File: config.mk
export PLATFORM = sky130hd
export DESIGN_NAME = spisel_port
export DESIGN_NICKNAME = d
export VERILOG_FILES = /design/src/spisel_pkg.sv /design/src/spisel_edge_sync.sv /design/src/spisel_port.sv
export SDC_FILE = /design/constraint.sdc
export NUM_CORES = 1
export LEC_CHECK = 0
export BUFFER_PORTS_ARGS = -buffer_cell sky130_fd_sc_hd__buf_4
export CAP_MARGIN = 15
export CORE_ASPECT_RATIO = 1.1
export CORE_MARGIN = 2
export CORE_UTILIZATION = 38
export CTS_BUF_LIST = sky130_fd_sc_hd__clkbuf_8
export DETAILED_ROUTE_END_ITERATION = 16
export PLACE_DENSITY_LB_ADDON = 0.2
export SLEW_MARGIN = 20
export SYNTH_ARGS = -nofsm -noshare
export SYNTH_HDL_FRONTEND = slang
export SYNTH_SLANG_ARGS = --single-unit
File: constraint.sdc
create_clock -name core_clk -period 1.15 [get_ports core_clk]
set_input_delay 0.23 -clock core_clk [delete_from_list [all_inputs] [get_ports core_clk]]
set_output_delay 0.23 -clock core_clk [all_outputs]
set_load 0.01 [all_outputs]
File: src/spisel_pkg.sv
package spisel_pkg;

  // Register byte offsets
  localparam logic [4:0] CTRL_OFFSET   = 5'h00;
  localparam logic [4:0] DATA_OFFSET   = 5'h04;
  localparam logic [4:0] STATUS_OFFSET = 5'h08;
  localparam logic [4:0] CLKDIV_OFFSET = 5'h0C;

  // Control register fields
  localparam int CTRL_PORT_EN_BIT   = 0;
  localparam int CTRL_SEL_LO_BIT    = 2;
  localparam int CTRL_SEL_HI_BIT    = 3;
  localparam int CTRL_MASTER_EN_BIT = 6;

  // Status register fields
  localparam int STAT_DONE_BIT    = 7;
  localparam int STAT_WCOL_BIT    = 6;
  localparam int STAT_FAULT_BIT   = 5;
  localparam int STAT_OVRN_BIT    = 4;
  localparam int STAT_BUSY_BIT    = 3;
  localparam int STAT_ROUTED_BIT  = 2;
  localparam int STAT_TXFULL_BIT  = 1;
  localparam int STAT_RXFULL_BIT  = 0;

  // Values after reset
  localparam logic [1:0] SEL_MODE_RESET = 2'h1;
  localparam logic [7:0] CLKDIV_RESET   = 8'h04;

  localparam int BYTE_BITS = 8;

  localparam logic [1:0] BRESP_OKAY   = 2'h0;
  localparam logic [1:0] BRESP_SLVERR = 2'h2;

  typedef enum logic [1:0] {
    SPISEL_SEL_3WIRE  = 2'b00,
    SPISEL_SEL_4WIN   = 2'b01,
    SPISEL_SEL_OUT_LO = 2'b10,
    SPISEL_SEL_OUT_HI = 2'b11
  } spisel_sel_mode_t;

endpackage : spisel_pkg

File: src/spisel_edge_sync.sv
`timescale 1ns/100ps
// Two-flop synchroniser with edge detection on the second stage
module spisel_edge_sync #(
  // Pin level at rest, so leaving reset shows no false edge
  parameter logic IDLE_LEVEL = 1'b1
) (
  // Clock and reset
  input  wire logic core_clk,
  input  wire logic rst_b,
  // Async level in
  input  wire logic async_in,
  // Synchronised level and edges
  output logic      level,
  output logic      rise,
  output logic      fall
);

  typedef struct packed {
    logic meta;
    logic sync;
    logic prev;
  } spisel_sync_state_t;

  spisel_sync_state_t state;
  spisel_sync_state_t next_state;

  always_comb begin
    next_state      = state;
    next_state.meta = async_in;
    next_state.sync = state.meta;
    next_state.prev = state.sync;
  end

  always_ff @(posedge core_clk or negedge rst_b) begin
    if (!rst_b) begin
      state <= '{meta: IDLE_LEVEL, sync: IDLE_LEVEL, prev: IDLE_LEVEL};
    end else begin
      state <= next_state;
    end
  end

  assign level = state.sync;
  assign rise  = state.sync & ~state.prev;
  assign fall  = ~state.sync & state.prev;

endmodule : spisel_edge_sync

File: src/spisel_port.sv
`timescale 1ns/100ps
module spisel_port (
  // Clock and reset
  input  wire logic        core_clk,
  input  wire logic        rst_b,
  // AXI4-Lite write address
  input  wire logic [4:0]  s_axi_awaddr,
  input  wire logic        s_axi_awvalid,
  output logic             s_axi_awready,
  // AXI4-Lite write data
  input  wire logic [31:0] s_axi_wdata,
  input  wire logic [3:0]  s_axi_wstrb,
  input  wire logic        s_axi_wvalid,
  output logic             s_axi_wready,
  // AXI4-Lite write response
  output logic [1:0]       s_axi_bresp,
  output logic             s_axi_bvalid,
  input  wire logic        s_axi_bready,
  // AXI4-Lite read address
  input  wire logic [4:0]  s_axi_araddr,
  input  wire logic        s_axi_arvalid,
  output logic             s_axi_arready,
  // AXI4-Lite read data
  output logic [31:0]      s_axi_rdata,
  output logic [1:0]       s_axi_rresp,
  output logic             s_axi_rvalid,
  input  wire logic        s_axi_rready,
  // Serial clock pin
  input  wire logic        sck_in,
  output logic             sck_out,
  output logic             sck_oe,
  // Master-out pin
  input  wire logic        mosi_in,
  output logic             mosi_out,
  output logic             mosi_oe,
  // Master-in pin
  input  wire logic        miso_in,
  output logic             miso_out,
  output logic             miso_oe,
  // Select pin
  input  wire logic        slave_select_line_in,
  output logic             slave_select_line_out,
  output logic             slave_select_line_oe,
  output logic             slave_select_line_routed
);

  typedef struct packed {
    logic        rst_meta;
    logic        rst_sync;
    logic        awready;
    logic        wready;
    logic        have_aw;
    logic        have_w;
    logic [4:0]  awaddr;
    logic [31:0] wdata;
    logic [3:0]  wstrb;
    logic        bvalid;
    logic [1:0]  bresp;
    logic        arready;
    logic        rvalid;
    logic [31:0] rdata;
    logic        port_enable_bit;
    logic        master_enable_bit;
    logic [1:0]  select_mode_field;
    logic [7:0]  clkdiv;
    logic        transfer_done_flag;
    logic        wcol_flag;
    logic        mode_fault_flag;
    logic        overrun_flag;
    logic [7:0]  tx_buf;
    logic        tx_full;
    logic [7:0]  rx_buf;
    logic        rx_full;
    logic [7:0]  shreg;
    logic        sh_loaded;
    logic [2:0]  bit_cnt;
    logic        busy;
    logic        sample_bit;
    logic        frame_end;
    logic [7:0]  div_cnt;
    logic        sck_q;
    logic        mosi_q;
    logic        mosi_oe_q;
    logic        miso_q;
    logic        miso_oe_q;
    logic        sck_oe_q;
    logic        sel_q;
    logic        sel_oe_q;
    logic        routed_q;
    logic        mosi_m1;
    logic        mosi_s;
    logic        miso_m1;
    logic        miso_s;
  } spisel_state_t;

  spisel_state_t state;
  spisel_state_t next_state;

  logic sync_rst_b;
  logic sel_level;
  logic sel_fall;
  logic sck_level;
  logic sck_rise;
  logic sck_fall;

  assign sync_rst_b = state.rst_sync;

  // Select and serial clock synchronised before edges are seen
  spisel_edge_sync u_sel_sync (
    .core_clk (core_clk),
    .rst_b    (sync_rst_b),
    .async_in (slave_select_line_in),
    .level    (sel_level),
    .rise     (),
    .fall     (sel_fall)
  );

  spisel_edge_sync #(.IDLE_LEVEL(1'b0)) u_sck_sync (
    .core_clk (core_clk),
    .rst_b    (sync_rst_b),
    .async_in (sck_in),
    .level    (sck_level),
    .rise     (sck_rise),
    .fall     (sck_fall)
  );

  function automatic logic [31:0] merge_bytes(input logic [31:0] old_val,
                                              input logic [31:0] new_val,
                                              input logic [3:0]  strb);
    logic [31:0] res;
    res = old_val;
    for (int i = 0; i < 4; i++) begin
      if (strb[i]) begin
        res[i*8 +: 8] = new_val[i*8 +: 8];
      end
    end
    return res;
  endfunction : merge_bytes

  always_comb begin
    logic        is_master;
    logic        is_slave;
    logic        selected;
    logic        shift_edge;
    logic        sample_edge;
    logic        byte_end;
    logic        div_tick;
    logic [31:0] ctrl_word;
    logic [31:0] stat_word;
    logic [31:0] wr_val;
    logic        wr_go;
    logic        tx_write;
    logic        data_read;
    logic        in_bit;
    is_master   = 1'b0;
    is_slave    = 1'b0;
    selected    = 1'b0;
    shift_edge  = 1'b0;
    sample_edge = 1'b0;
    byte_end    = 1'b0;
    div_tick    = 1'b0;
    wr_val      = '0;
    tx_write    = 1'b0;
    data_read   = 1'b0;
    in_bit      = 1'b0;
    next_state  = state;

    next_state.rst_meta = 1'b1;
    next_state.rst_sync = state.rst_meta;
    next_state.mosi_m1  = mosi_in;
    next_state.mosi_s   = state.mosi_m1;
    next_state.miso_m1  = miso_in;
    next_state.miso_s   = state.miso_m1;
    // Readies come up while the internal reset copy is still held low
    if (!state.rst_sync) begin
      next_state.awready = 1'b1;
      next_state.wready  = 1'b1;
      next_state.arready = 1'b1;
    end

    is_master = state.port_enable_bit & state.master_enable_bit;
    is_slave  = state.port_enable_bit & ~state.master_enable_bit;
    // Slave selection by mode
    unique case (state.select_mode_field)
      spisel_pkg::SPISEL_SEL_3WIRE: selected = 1'b1;
      spisel_pkg::SPISEL_SEL_4WIN:  selected = ~sel_level;
      default:                      selected = 1'b1;
    endcase

    ctrl_word = '0;
    ctrl_word[spisel_pkg::CTRL_PORT_EN_BIT]   = state.port_enable_bit;
    ctrl_word[spisel_pkg::CTRL_SEL_LO_BIT]    = state.select_mode_field[0];
    ctrl_word[spisel_pkg::CTRL_SEL_HI_BIT]    = state.select_mode_field[1];
    ctrl_word[spisel_pkg::CTRL_MASTER_EN_BIT] = state.master_enable_bit;
    stat_word = '0;
    stat_word[spisel_pkg::STAT_DONE_BIT]   = state.transfer_done_flag;
    stat_word[spisel_pkg::STAT_WCOL_BIT]   = state.wcol_flag;
    stat_word[spisel_pkg::STAT_FAULT_BIT]  = state.mode_fault_flag;
    stat_word[spisel_pkg::STAT_OVRN_BIT]   = state.overrun_flag;
    stat_word[spisel_pkg::STAT_BUSY_BIT]   = state.busy;
    stat_word[spisel_pkg::STAT_ROUTED_BIT] = state.routed_q;
    stat_word[spisel_pkg::STAT_TXFULL_BIT] = state.tx_full;
    stat_word[spisel_pkg::STAT_RXFULL_BIT] = state.rx_full;

    // Write channel: accept address and data in either order
    if (s_axi_awvalid && state.awready) begin
      next_state.have_aw = 1'b1;
      next_state.awaddr  = s_axi_awaddr;
      next_state.awready = 1'b0;
    end
    if (s_axi_wvalid && state.wready) begin
      next_state.have_w = 1'b1;
      next_state.wdata  = s_axi_wdata;
      next_state.wstrb  = s_axi_wstrb;
      next_state.wready = 1'b0;
    end
    wr_go = state.have_aw & state.have_w & ~state.bvalid;
    if (wr_go) begin
      next_state.have_aw = 1'b0;
      next_state.have_w  = 1'b0;
      next_state.bvalid  = 1'b1;
      next_state.bresp   = spisel_pkg::BRESP_OKAY;
      unique case (state.awaddr)
        spisel_pkg::CTRL_OFFSET: begin
          wr_val = merge_bytes(ctrl_word, state.wdata, state.wstrb);
          next_state.port_enable_bit      = wr_val[spisel_pkg::CTRL_PORT_EN_BIT];
          next_state.select_mode_field[0] = wr_val[spisel_pkg::CTRL_SEL_LO_BIT];
          next_state.select_mode_field[1] = wr_val[spisel_pkg::CTRL_SEL_HI_BIT];
          next_state.master_enable_bit    = wr_val[spisel_pkg::CTRL_MASTER_EN_BIT];
        end
        spisel_pkg::DATA_OFFSET: begin
          tx_write = state.wstrb[0];
        end
        spisel_pkg::STATUS_OFFSET: begin
          // Write one to clear
          if (state.wstrb[0]) begin
            if (state.wdata[spisel_pkg::STAT_DONE_BIT])  next_state.transfer_done_flag = 1'b0;
            if (state.wdata[spisel_pkg::STAT_WCOL_BIT])  next_state.wcol_flag = 1'b0;
            if (state.wdata[spisel_pkg::STAT_FAULT_BIT]) next_state.mode_fault_flag = 1'b0;
            if (state.wdata[spisel_pkg::STAT_OVRN_BIT])  next_state.overrun_flag = 1'b0;
          end
        end
        spisel_pkg::CLKDIV_OFFSET: begin
          if (state.wstrb[0]) next_state.clkdiv = state.wdata[7:0];
        end
        default: next_state.bresp = spisel_pkg::BRESP_SLVERR;
      endcase
    end
    if (state.bvalid && s_axi_bready) begin
      next_state.bvalid  = 1'b0;
      next_state.awready = 1'b1;
      next_state.wready  = 1'b1;
    end

    // Read channel
    if (s_axi_arvalid && state.arready) begin
      next_state.arready = 1'b0;
      next_state.rvalid  = 1'b1;
      unique case (s_axi_araddr)
        spisel_pkg::CTRL_OFFSET:   next_state.rdata = ctrl_word;
        spisel_pkg::DATA_OFFSET: begin
          next_state.rdata = {24'h00_0000, state.rx_buf};
          data_read        = 1'b1;
        end
        spisel_pkg::STATUS_OFFSET: next_state.rdata = stat_word;
        spisel_pkg::CLKDIV_OFFSET: next_state.rdata = {24'h00_0000, state.clkdiv};
        default:                   next_state.rdata = '0;
      endcase
    end
    if (state.rvalid && s_axi_rready) begin
      next_state.rvalid  = 1'b0;
      next_state.arready = 1'b1;
    end
    if (data_read) next_state.rx_full = 1'b0;

    // Transmit buffer, write collision when still full
    if (tx_write) begin
      if (state.tx_full) next_state.wcol_flag = 1'b1;
      else begin
        next_state.tx_buf  = state.wdata[7:0];
        next_state.tx_full = 1'b1;
      end
    end
    if (!state.sh_loaded && state.tx_full && !state.busy) begin
      next_state.shreg     = state.tx_buf;
      next_state.sh_loaded = 1'b1;
      next_state.tx_full   = 1'b0;
    end

    // Master clock divider and shifting
    if (is_master && (state.busy || state.sh_loaded)) begin
      next_state.busy = 1'b1;
      if (state.div_cnt >= state.clkdiv) begin
        next_state.div_cnt = '0;
        div_tick = 1'b1;
      end else begin
        next_state.div_cnt = state.div_cnt + 8'h01;
      end
      if (div_tick) begin
        next_state.sck_q = ~state.sck_q;
        if (!state.sck_q) sample_edge = 1'b1;
        else shift_edge = 1'b1;
      end
      in_bit = state.miso_s;
    end else if (is_slave && selected) begin
      // Slave uses the synchronised external clock
      sample_edge = sck_rise;
      shift_edge  = sck_fall;
      in_bit      = state.mosi_s;
    end
    if (!is_master) begin
      next_state.sck_q   = 1'b0;
      next_state.div_cnt = '0;
    end

    // Sample on the rising edge, move the shift register on the falling one
    if (sample_edge) begin
      next_state.sample_bit = in_bit;
      next_state.bit_cnt    = state.bit_cnt + 3'h1;
      next_state.busy       = 1'b1;
      if (state.bit_cnt == 3'(spisel_pkg::BYTE_BITS - 1)) byte_end = 1'b1;
    end
    if (byte_end) begin
      next_state.transfer_done_flag = 1'b1;
      next_state.frame_end          = 1'b1;
      if (state.rx_full && !data_read && is_slave) next_state.overrun_flag = 1'b1;
      else begin
        next_state.rx_buf  = {state.shreg[6:0], in_bit};
        next_state.rx_full = 1'b1;
      end
    end
    if (shift_edge) begin
      next_state.shreg = {state.shreg[6:0], state.sample_bit};
      // Frame ends at the falling edge after the last sample, clock low
      if (state.frame_end) begin
        next_state.frame_end = 1'b0;
        next_state.busy      = 1'b0;
        next_state.sh_loaded = 1'b0;
      end
    end

    // 4-wire slave counter reset
    if (is_slave && state.select_mode_field == spisel_pkg::SPISEL_SEL_4WIN && sel_fall) begin
      next_state.bit_cnt   = '0;
      next_state.busy      = 1'b0;
      next_state.frame_end = 1'b0;
    end

    // Multi-master mode fault
    if (is_master && state.select_mode_field == spisel_pkg::SPISEL_SEL_4WIN && sel_fall) begin
      next_state.master_enable_bit = 1'b0;
      next_state.port_enable_bit   = 1'b0;
      next_state.mode_fault_flag   = 1'b1;
    end

    if (!next_state.port_enable_bit) begin
      next_state.bit_cnt   = '0;
      next_state.frame_end = 1'b0;
      next_state.busy      = 1'b0;
      next_state.sh_loaded = 1'b0;
      next_state.sck_q     = 1'b0;
    end

    // Pin directions, all from flops
    next_state.sck_oe_q  = is_master;
    next_state.mosi_oe_q = is_master;
    next_state.mosi_q    = next_state.shreg[7];
    next_state.miso_oe_q = is_slave & selected;
    next_state.miso_q    = next_state.shreg[7];
    next_state.sel_oe_q  = state.select_mode_field[1];
    next_state.sel_q     = state.select_mode_field[1] ? state.select_mode_field[0] : 1'b1;
    next_state.routed_q  = state.select_mode_field != spisel_pkg::SPISEL_SEL_3WIRE;
  end

  always_ff @(posedge core_clk or negedge rst_b) begin
    if (!rst_b) begin
      state                   <= '0;
      state.select_mode_field <= spisel_pkg::SEL_MODE_RESET;
      state.clkdiv            <= spisel_pkg::CLKDIV_RESET;
      state.sel_q             <= 1'b1;
      state.routed_q          <= 1'b1;
    end else begin
      state <= next_state;
    end
  end

  assign s_axi_awready = state.awready;
  assign s_axi_wready  = state.wready;
  assign s_axi_bvalid  = state.bvalid;
  assign s_axi_bresp   = state.bresp;
  assign s_axi_arready = state.arready;
  assign s_axi_rvalid  = state.rvalid;
  assign s_axi_rdata   = state.rdata;
  assign s_axi_rresp   = spisel_pkg::BRESP_OKAY;
  assign sck_out       = state.sck_q;
  assign sck_oe        = state.sck_oe_q;
  assign mosi_out      = state.mosi_q;
  assign mosi_oe       = state.mosi_oe_q;
  assign miso_out      = state.miso_q;
  assign miso_oe       = state.miso_oe_q;
  assign slave_select_line_out    = state.sel_q;
  assign slave_select_line_oe     = state.sel_oe_q;
  assign slave_select_line_routed = state.routed_q;

endmodule : spisel_port

== Word-level counts from Yosys, hierarchy flattened ==
Cells that the tools add are included.

* Mux-type cells: 76
* Magnitude comparators: 1
* Bitwise logic cells: 16
* Equal/unequal tests: 15
* Reductions and logical operators: 46
* Add/sub/neg operators: 2

{| class="wikitable"
|+ Operator list
! cell !! number
|-
| $mux W1 || 52
|-
| $mux W9 || 4
|-
| $mux W34 || 1
|-
| $pmux W8 S4 || 1
|-
| $reduce_bool A2 Y1 || 16
|-
| $mux W8 || 3
|-
| $eq A5 B4 Y1 const B || 4
|-
| $mux W16 || 1
|-
| $mux W4 || 4
|-
| $logic_and A1 B1 Y1 || 15
|-
| $mux W2 || 6
|-
| $ne A3 B1 Y1 const B || 4
|-
| $eq A5 B3 Y1 const B || 2
|-
| $logic_not A5 Y1 || 2
|-
| $mux W5 || 2
|-
| $reduce_and A3 Y1 || 3
|-
| $add A8 B1 Y8 const B || 1
|-
| $and A1 B1 Y1 || 8
|-
| $ge A8 B8 Y1 || 1
|-
| $not A1 Y1 || 8
|-
| $reduce_and A4 Y1 || 2
|-
| $mux W7 || 1
|-
| $ne A3 B2 Y1 const B || 2
|-
| $reduce_and A2 Y1 || 3
|-
| 8 further kinds || 10
|}

* Word-level logic and storage cells: 206
* Bits in registers: 130
* Output and inout port bits: 50
* Bits of input ports: 57

== Depth between registers and ports, before layout ==
* Depth in word-level cells: 11
* Mapped depth: 9

== Hierarchy ==
A second synthesis with hierarchy kept.

* Cells, all modules: 397
* Area, all modules: 4850.9 µm²

{| class="wikitable"
|+ By module, submodules not included
! module !! instances !! cells an instance !! area an instance (µm²)
|-
| spisel_port || 1 || 387 || 4667.0
|-
| spisel_edge_sync (u_sel_sync) || 1 || 5 || 93.8
|-
| spisel_edge_sync (u_sck_sync) || 1 || 5 || 90.1
|}

== Worst setup path after synthesis ==
OpenSTA, ideal clock, no wires.

* Path type: flip-flop to flip-flop
* From: register state[60] in the netlist's numbering
* To: register state[37] in the netlist's numbering
* Path buffers: 0
* Data arrival time: 2.103 ns
* Period minus slack after synthesis: 2.228 ns
* Required time: 1.025 ns
* Path slack: -1.078 ns
* Stages on the path, launching flop included: 9
* Cell sequence: dfstp_2 > inv_1 > ha_1 > o21ai_0 > a21oi_1 > a21oi_4 > o31ai_4 > nand3_4 > mux2_2

* Longest elaborated chain between the ends: 7

{| class="wikitable"
|+ RTL lines
! item !! line !! source
|-
| start, declared || spisel_port.sv:96 || <nowiki>spisel_state_t state;</nowiki>
|-
| start signal, assigned || spisel_port.sv:383 || <nowiki>state <= next_state;</nowiki>
|-
| $ge A8 B8 Y1 || spisel_port.sv:293 || <nowiki>if (state.div_cnt >= state.clkdiv) begin</nowiki>
|-
| $mux W1 || spisel_port.sv:293 ||
|-
| $mux W1 || spisel_port.sv:291 || <nowiki>if (is_master && (state.busy || state.sh_loaded)) begin</nowiki>
|-
| $mux W1 || spisel_port.sv:299 || <nowiki>if (div_tick) begin</nowiki>
|-
| $mux W1 || spisel_port.sv:291 ||
|-
| $mux W1 || spisel_port.sv:317 || <nowiki>if (sample_edge) begin</nowiki>
|-
| $reduce_and A2 Y1 (no line) || n/a ||
|}

No other way between the ends. The select of a mux whose other input is x is not followed.
A chain may end at the register's enable or synchronous reset.

== Final worst setup path ==
* From: register state[13] in the netlist's numbering
* To: register state[43] in the netlist's numbering

The elaborated chain is that of the path after synthesis.

==> impl_metrics.env <==
export IMPL_status="complete, but fails checks"
export IMPL_violations="negative setup slack"
export IMPL_crit_path_end_kind="flip-flop"
export IMPL_multiInputGateArea_um2=2170
export IMPL_routed_via_count=3489
export IMPL_route_detailed_drc=0
export IMPL_yosys_warnings=0
export IMPL_skew_ps=5.12
export IMPL_synth_seq_cells=105
export IMPL_ys_types=52
export IMPL_io_buffers=52
export IMPL_die_w_um=111
export IMPL_hold_path_class="input port to flip-flop"
export IMPL_p_leak_nw=3.20
export IMPL_power_mw=12.7
export IMPL_io_pins=107
export IMPL_core_rowCount=43
export IMPL_cts_clk_slew_worst_paths_ps=90
export IMPL_hold_viol=0
export IMPL_clk_path_buf_depth=2
export IMPL_grt_use_total_pct=17.5
export IMPL_syn_area_per_cell_um2=11.9
export IMPL_dp_hpwl_um=8050
export IMPL_ir_worst_vdd_v=0.00109
export IMPL_synth_flop_cell="dfrtp_1"
export IMPL_yosysSeqAreaShare_pct=54.9
export IMPL_tightest_slew_ps=617
export IMPL_die_h_um=122
export IMPL_cts_tree="yes"
export IMPL_setup_ws_ps=-1020
export IMPL_cts_root_buf="clkbuf_8"
export IMPL_p_sw_share_pct=33.0
export IMPL_n_antenna_cell=0
export IMPL_syn2layout_area_growth_pct=39.4
export IMPL_crit_arrival_ps=2440
export IMPL_timing_final_setup_violations=76
export IMPL_grt_overflow=0
export IMPL_h_tree_depth=3
export IMPL_post_route_period_util_pct=188
export IMPL_netlist_area_leader_share_pct=51.1
export IMPL_clk_insertion_delay_late_ps=380
export IMPL_slew_viol_final=0
export IMPL_rsz0062_at_grt="yes"
export IMPL_grt_pass1_wl_um=18300
export IMPL_crit_fanout=8
export IMPL_start_util_pct=38.5
export IMPL_layout_drive_gt1_share_pct=49.8
export IMPL_comb_power_share_pct=42.7
export IMPL_dr_first_iter_drc_count=139
export IMPL_maxSlewHeadroom_pct=58.8
export IMPL_rrSetupSlack_ps=-1020
export IMPL_firstDrtPassIters=4
export IMPL_synthCells=402
export IMPL_wl_per_cell_um=16.0
export IMPL_core_area_um2=12500
export IMPL_p_clk_share_pct=16.7
export IMPL_yosysTopAreaCell="dfrtp_1"
export IMPL_switching_power_mw=4.18
export IMPL_via_per_inst=4.88
export IMPL_nFillCells=1101
export IMPL_ant_nets=0
export IMPL_antenna_found_initial=0
export IMPL_synthArstFlopShare_pct=100
export IMPL_critPathKind="flip-flop to flip-flop"
export IMPL_synth_edf_count=0
export IMPL_fp_dieArea_um2=13600
export IMPL_p_int_mw=8.48
export IMPL_finalWeightedCongestion=0.814
export IMPL_regArea_um2=2640
export IMPL_critPathLaunchType="flip-flop"
export IMPL_fin_crit_ps=2170
export IMPL_pre_cts_ws_ps=-1070
export IMPL_numCtsBuffers=9
export IMPL_r2r_cells=8
export IMPL_holdPathStages=2
export IMPL_cap_viol_max_count=0
export IMPL_powerDensity_nw_per_um2=1890
export IMPL_ys_top_cells_by_area="dfrtp_1, mux2_2, buf_4"
export IMPL_grt_pass1_vias=3486
export IMPL_routed_wl_um=11400
export IMPL_synth_area_um2=4800
export IMPL_required_ps=1420
export IMPL_fmax_mhz=462
export IMPL_grt_start_max_net_pins=37
export IMPL_seqPwrFrac_pct=40.6
export IMPL_fin_nets=621
export IMPL_cts_num_sinks=105
==> routing by layer <==
| layer | up-vias | track usage (%) | wire [µm] |
|---|---|---|---|
| li1 | 1653 | - | - |
| met1 | 1717 | 22.3 | 4960 |
| met2 | 98 | 28.8 | 5620 |
| met3 | 21 | 4.18 | 555 |
| met4 | 0 | 7.48 | 308 |
| met5 | - | 0 | 0 |
==> worst max-delay path: stages (launching register included) <==
cell and delay [ps]:
dfrtp_1 350, inv_1 40, ha_1 290, nand2b_4 140, a2111o_1 410, a21oi_4 220
o31ai_4 100, nand3_4 140, mux2_2 360
==> flip-flops by register name (all words and copies together) (netlist names) <==
register and count:
s_axi_wready 1, miso_oe 1, s_axi_rvalid 1, next_state 4, s_axi_arready 1, u_sck_sync.level 1, u_sel_sync.state 1, sync_rst_b 1
u_sck_sync.next_state 1, slave_select_line_routed 1, s_axi_bvalid 1, slave_select_line_out 1, u_sck_sync.state 1, s_axi_bresp 1, sck_oe 1, slave_select_line_oe 1
s_axi_awready 1, u_sel_sync.level 1, state 74, sck_out 1, u_sel_sync.next_state 1, s_axi_rdata 8
==> Yosys cell counts (2+ instances only) <==
cell	n
or3_1	2
buf_2	4
buf_4	38
nor3_1	3
conb_1	2
nand2b_1	4
clkbuf_1	4
a22o_1	6
nor2_1	17
dfstp_2	7
ha_1	11
o21ai_0	30
or2_2	2
nand3_1	7
and2_1	2
nand2_1	34
nand3b_1	3
xnor2_1	2
or2_1	2
mux2i_1	12
nor2b_1	3
mux4_2	2
a21oi_1	9
a21o_1	3
o31ai_1	4
a22oi_1	4
mux2_2	43
dfrtp_1	98
inv_1	18
and3_1	3
mux4_1	2
==> cells by family (layout without fill, tap and decap cells) <==
family	after synthesis	after routing	share of synthesized area [%]
AO/OA/AOI/OAI	67	68	9.46
XOR/XNOR	2	2	0.365
adder cells (fa/ha/maj)	11	11	2.87
buffers and inverters	65	192	8.16
flip-flops	105	105	54.9
multiplexers	59	59	14.6
other	2	28	0.156
AND/OR/NAND/NOR	91	93	9.46
==> cell usage in the layout (no fill, tap or decap), types with 2 or more instances in the layout <==
cell           netlist  layout
a22o_1               6       6
mux2_4               0       3
inv_2                0       2
nor2b_1              3       3
conb_1               2      28
dfrtp_1             98      97
mux2i_1             12      12
buf_4               38     105
mux4_2               2       4
o21ai_0             30       6
nand3_1              7       3
nand2b_4             0       2
clkbuf_8             0      11
ha_1                11      10
nand3b_1             3       3
a21o_1               3       3
a21oi_2              1       4
o21ai_1              0      14
nor2_1              17      15
nand3_4              1       6
dfstp_2              7       7
mux2_2              43      40
and2_1               2       2
a22oi_1              4       4
o31ai_1              4       4
inv_1               18      19
nand2b_1             4       2
a21oi_1              9       5
and3_1               3       2
buf_12               0       8
a21oi_4              1       3
dlygate4sd3_1        0       5
nand2_1             34      26
o21ai_2              0      10
nand2_2              1       8
or2_1                2       2
buf_6                0      40
==> per-stage QoR <==
stage          cell area, µm²  setup TNS [ps]  instances  util (%)  hold slack (ps)
4_1_cts                  6570          -44160        706      52.6             14.7
5_1_grt                  6690          -48320        715      53.6             29.2
2_1_floorplan            5040          -38530        428         -            -65.6
3_5_place_dp             5890          -45590        668      47.2             99.5
6_report                 6690          -43430        715      53.6             28.6
3_3_place_gp             5890          -42970        668      47.2             99.8
==> worst paths after layout <==
check | from | endpoint
max in group asynchronous | rst_b | state[60]
worst max-delay path | state[13] | state[43]
worst min-delay path | s_axi_rready | s_axi_rvalid
worst max register to register | state[13] | state[43]
min in group asynchronous | rst_b | state[21]
worst min register to register | sync_rst_b | u_sck_sync.next_state[1]
==> layout make-up <==
class	count	area share [%]
sequential	105	39.4
clock buffer	11	2.26
clock inverter	5	0.355
inverter	18	1.01
tap	157	2.94
timing repair buffer	158	21.6
multi-input combinational	261	32.4
==> power groups by stage <==
stage          registers [mW]  clock network, mW  logic [mW]
6_report                 5.14               2.11        5.41
5_1_grt                  5.24               2.32        5.76
4_1_cts                  5.12               2.19        5.24
3_5_place_dp             5.13                  0        3.84
3_3_place_gp             5.10                  0        3.77
2_1_floorplan            5.09                  0        2.03
==> repair_timing <==
action	in CTS	in global routing
hold endpoints to repair	99	0
buffers inserted	20	11
cloned	3	0
endpoints found under the setup margin	87	103
hold buffers	5	0
resized for setup	81	17
pin swaps	30	6
Note: power is estimated with default switching activity, not from simulation.
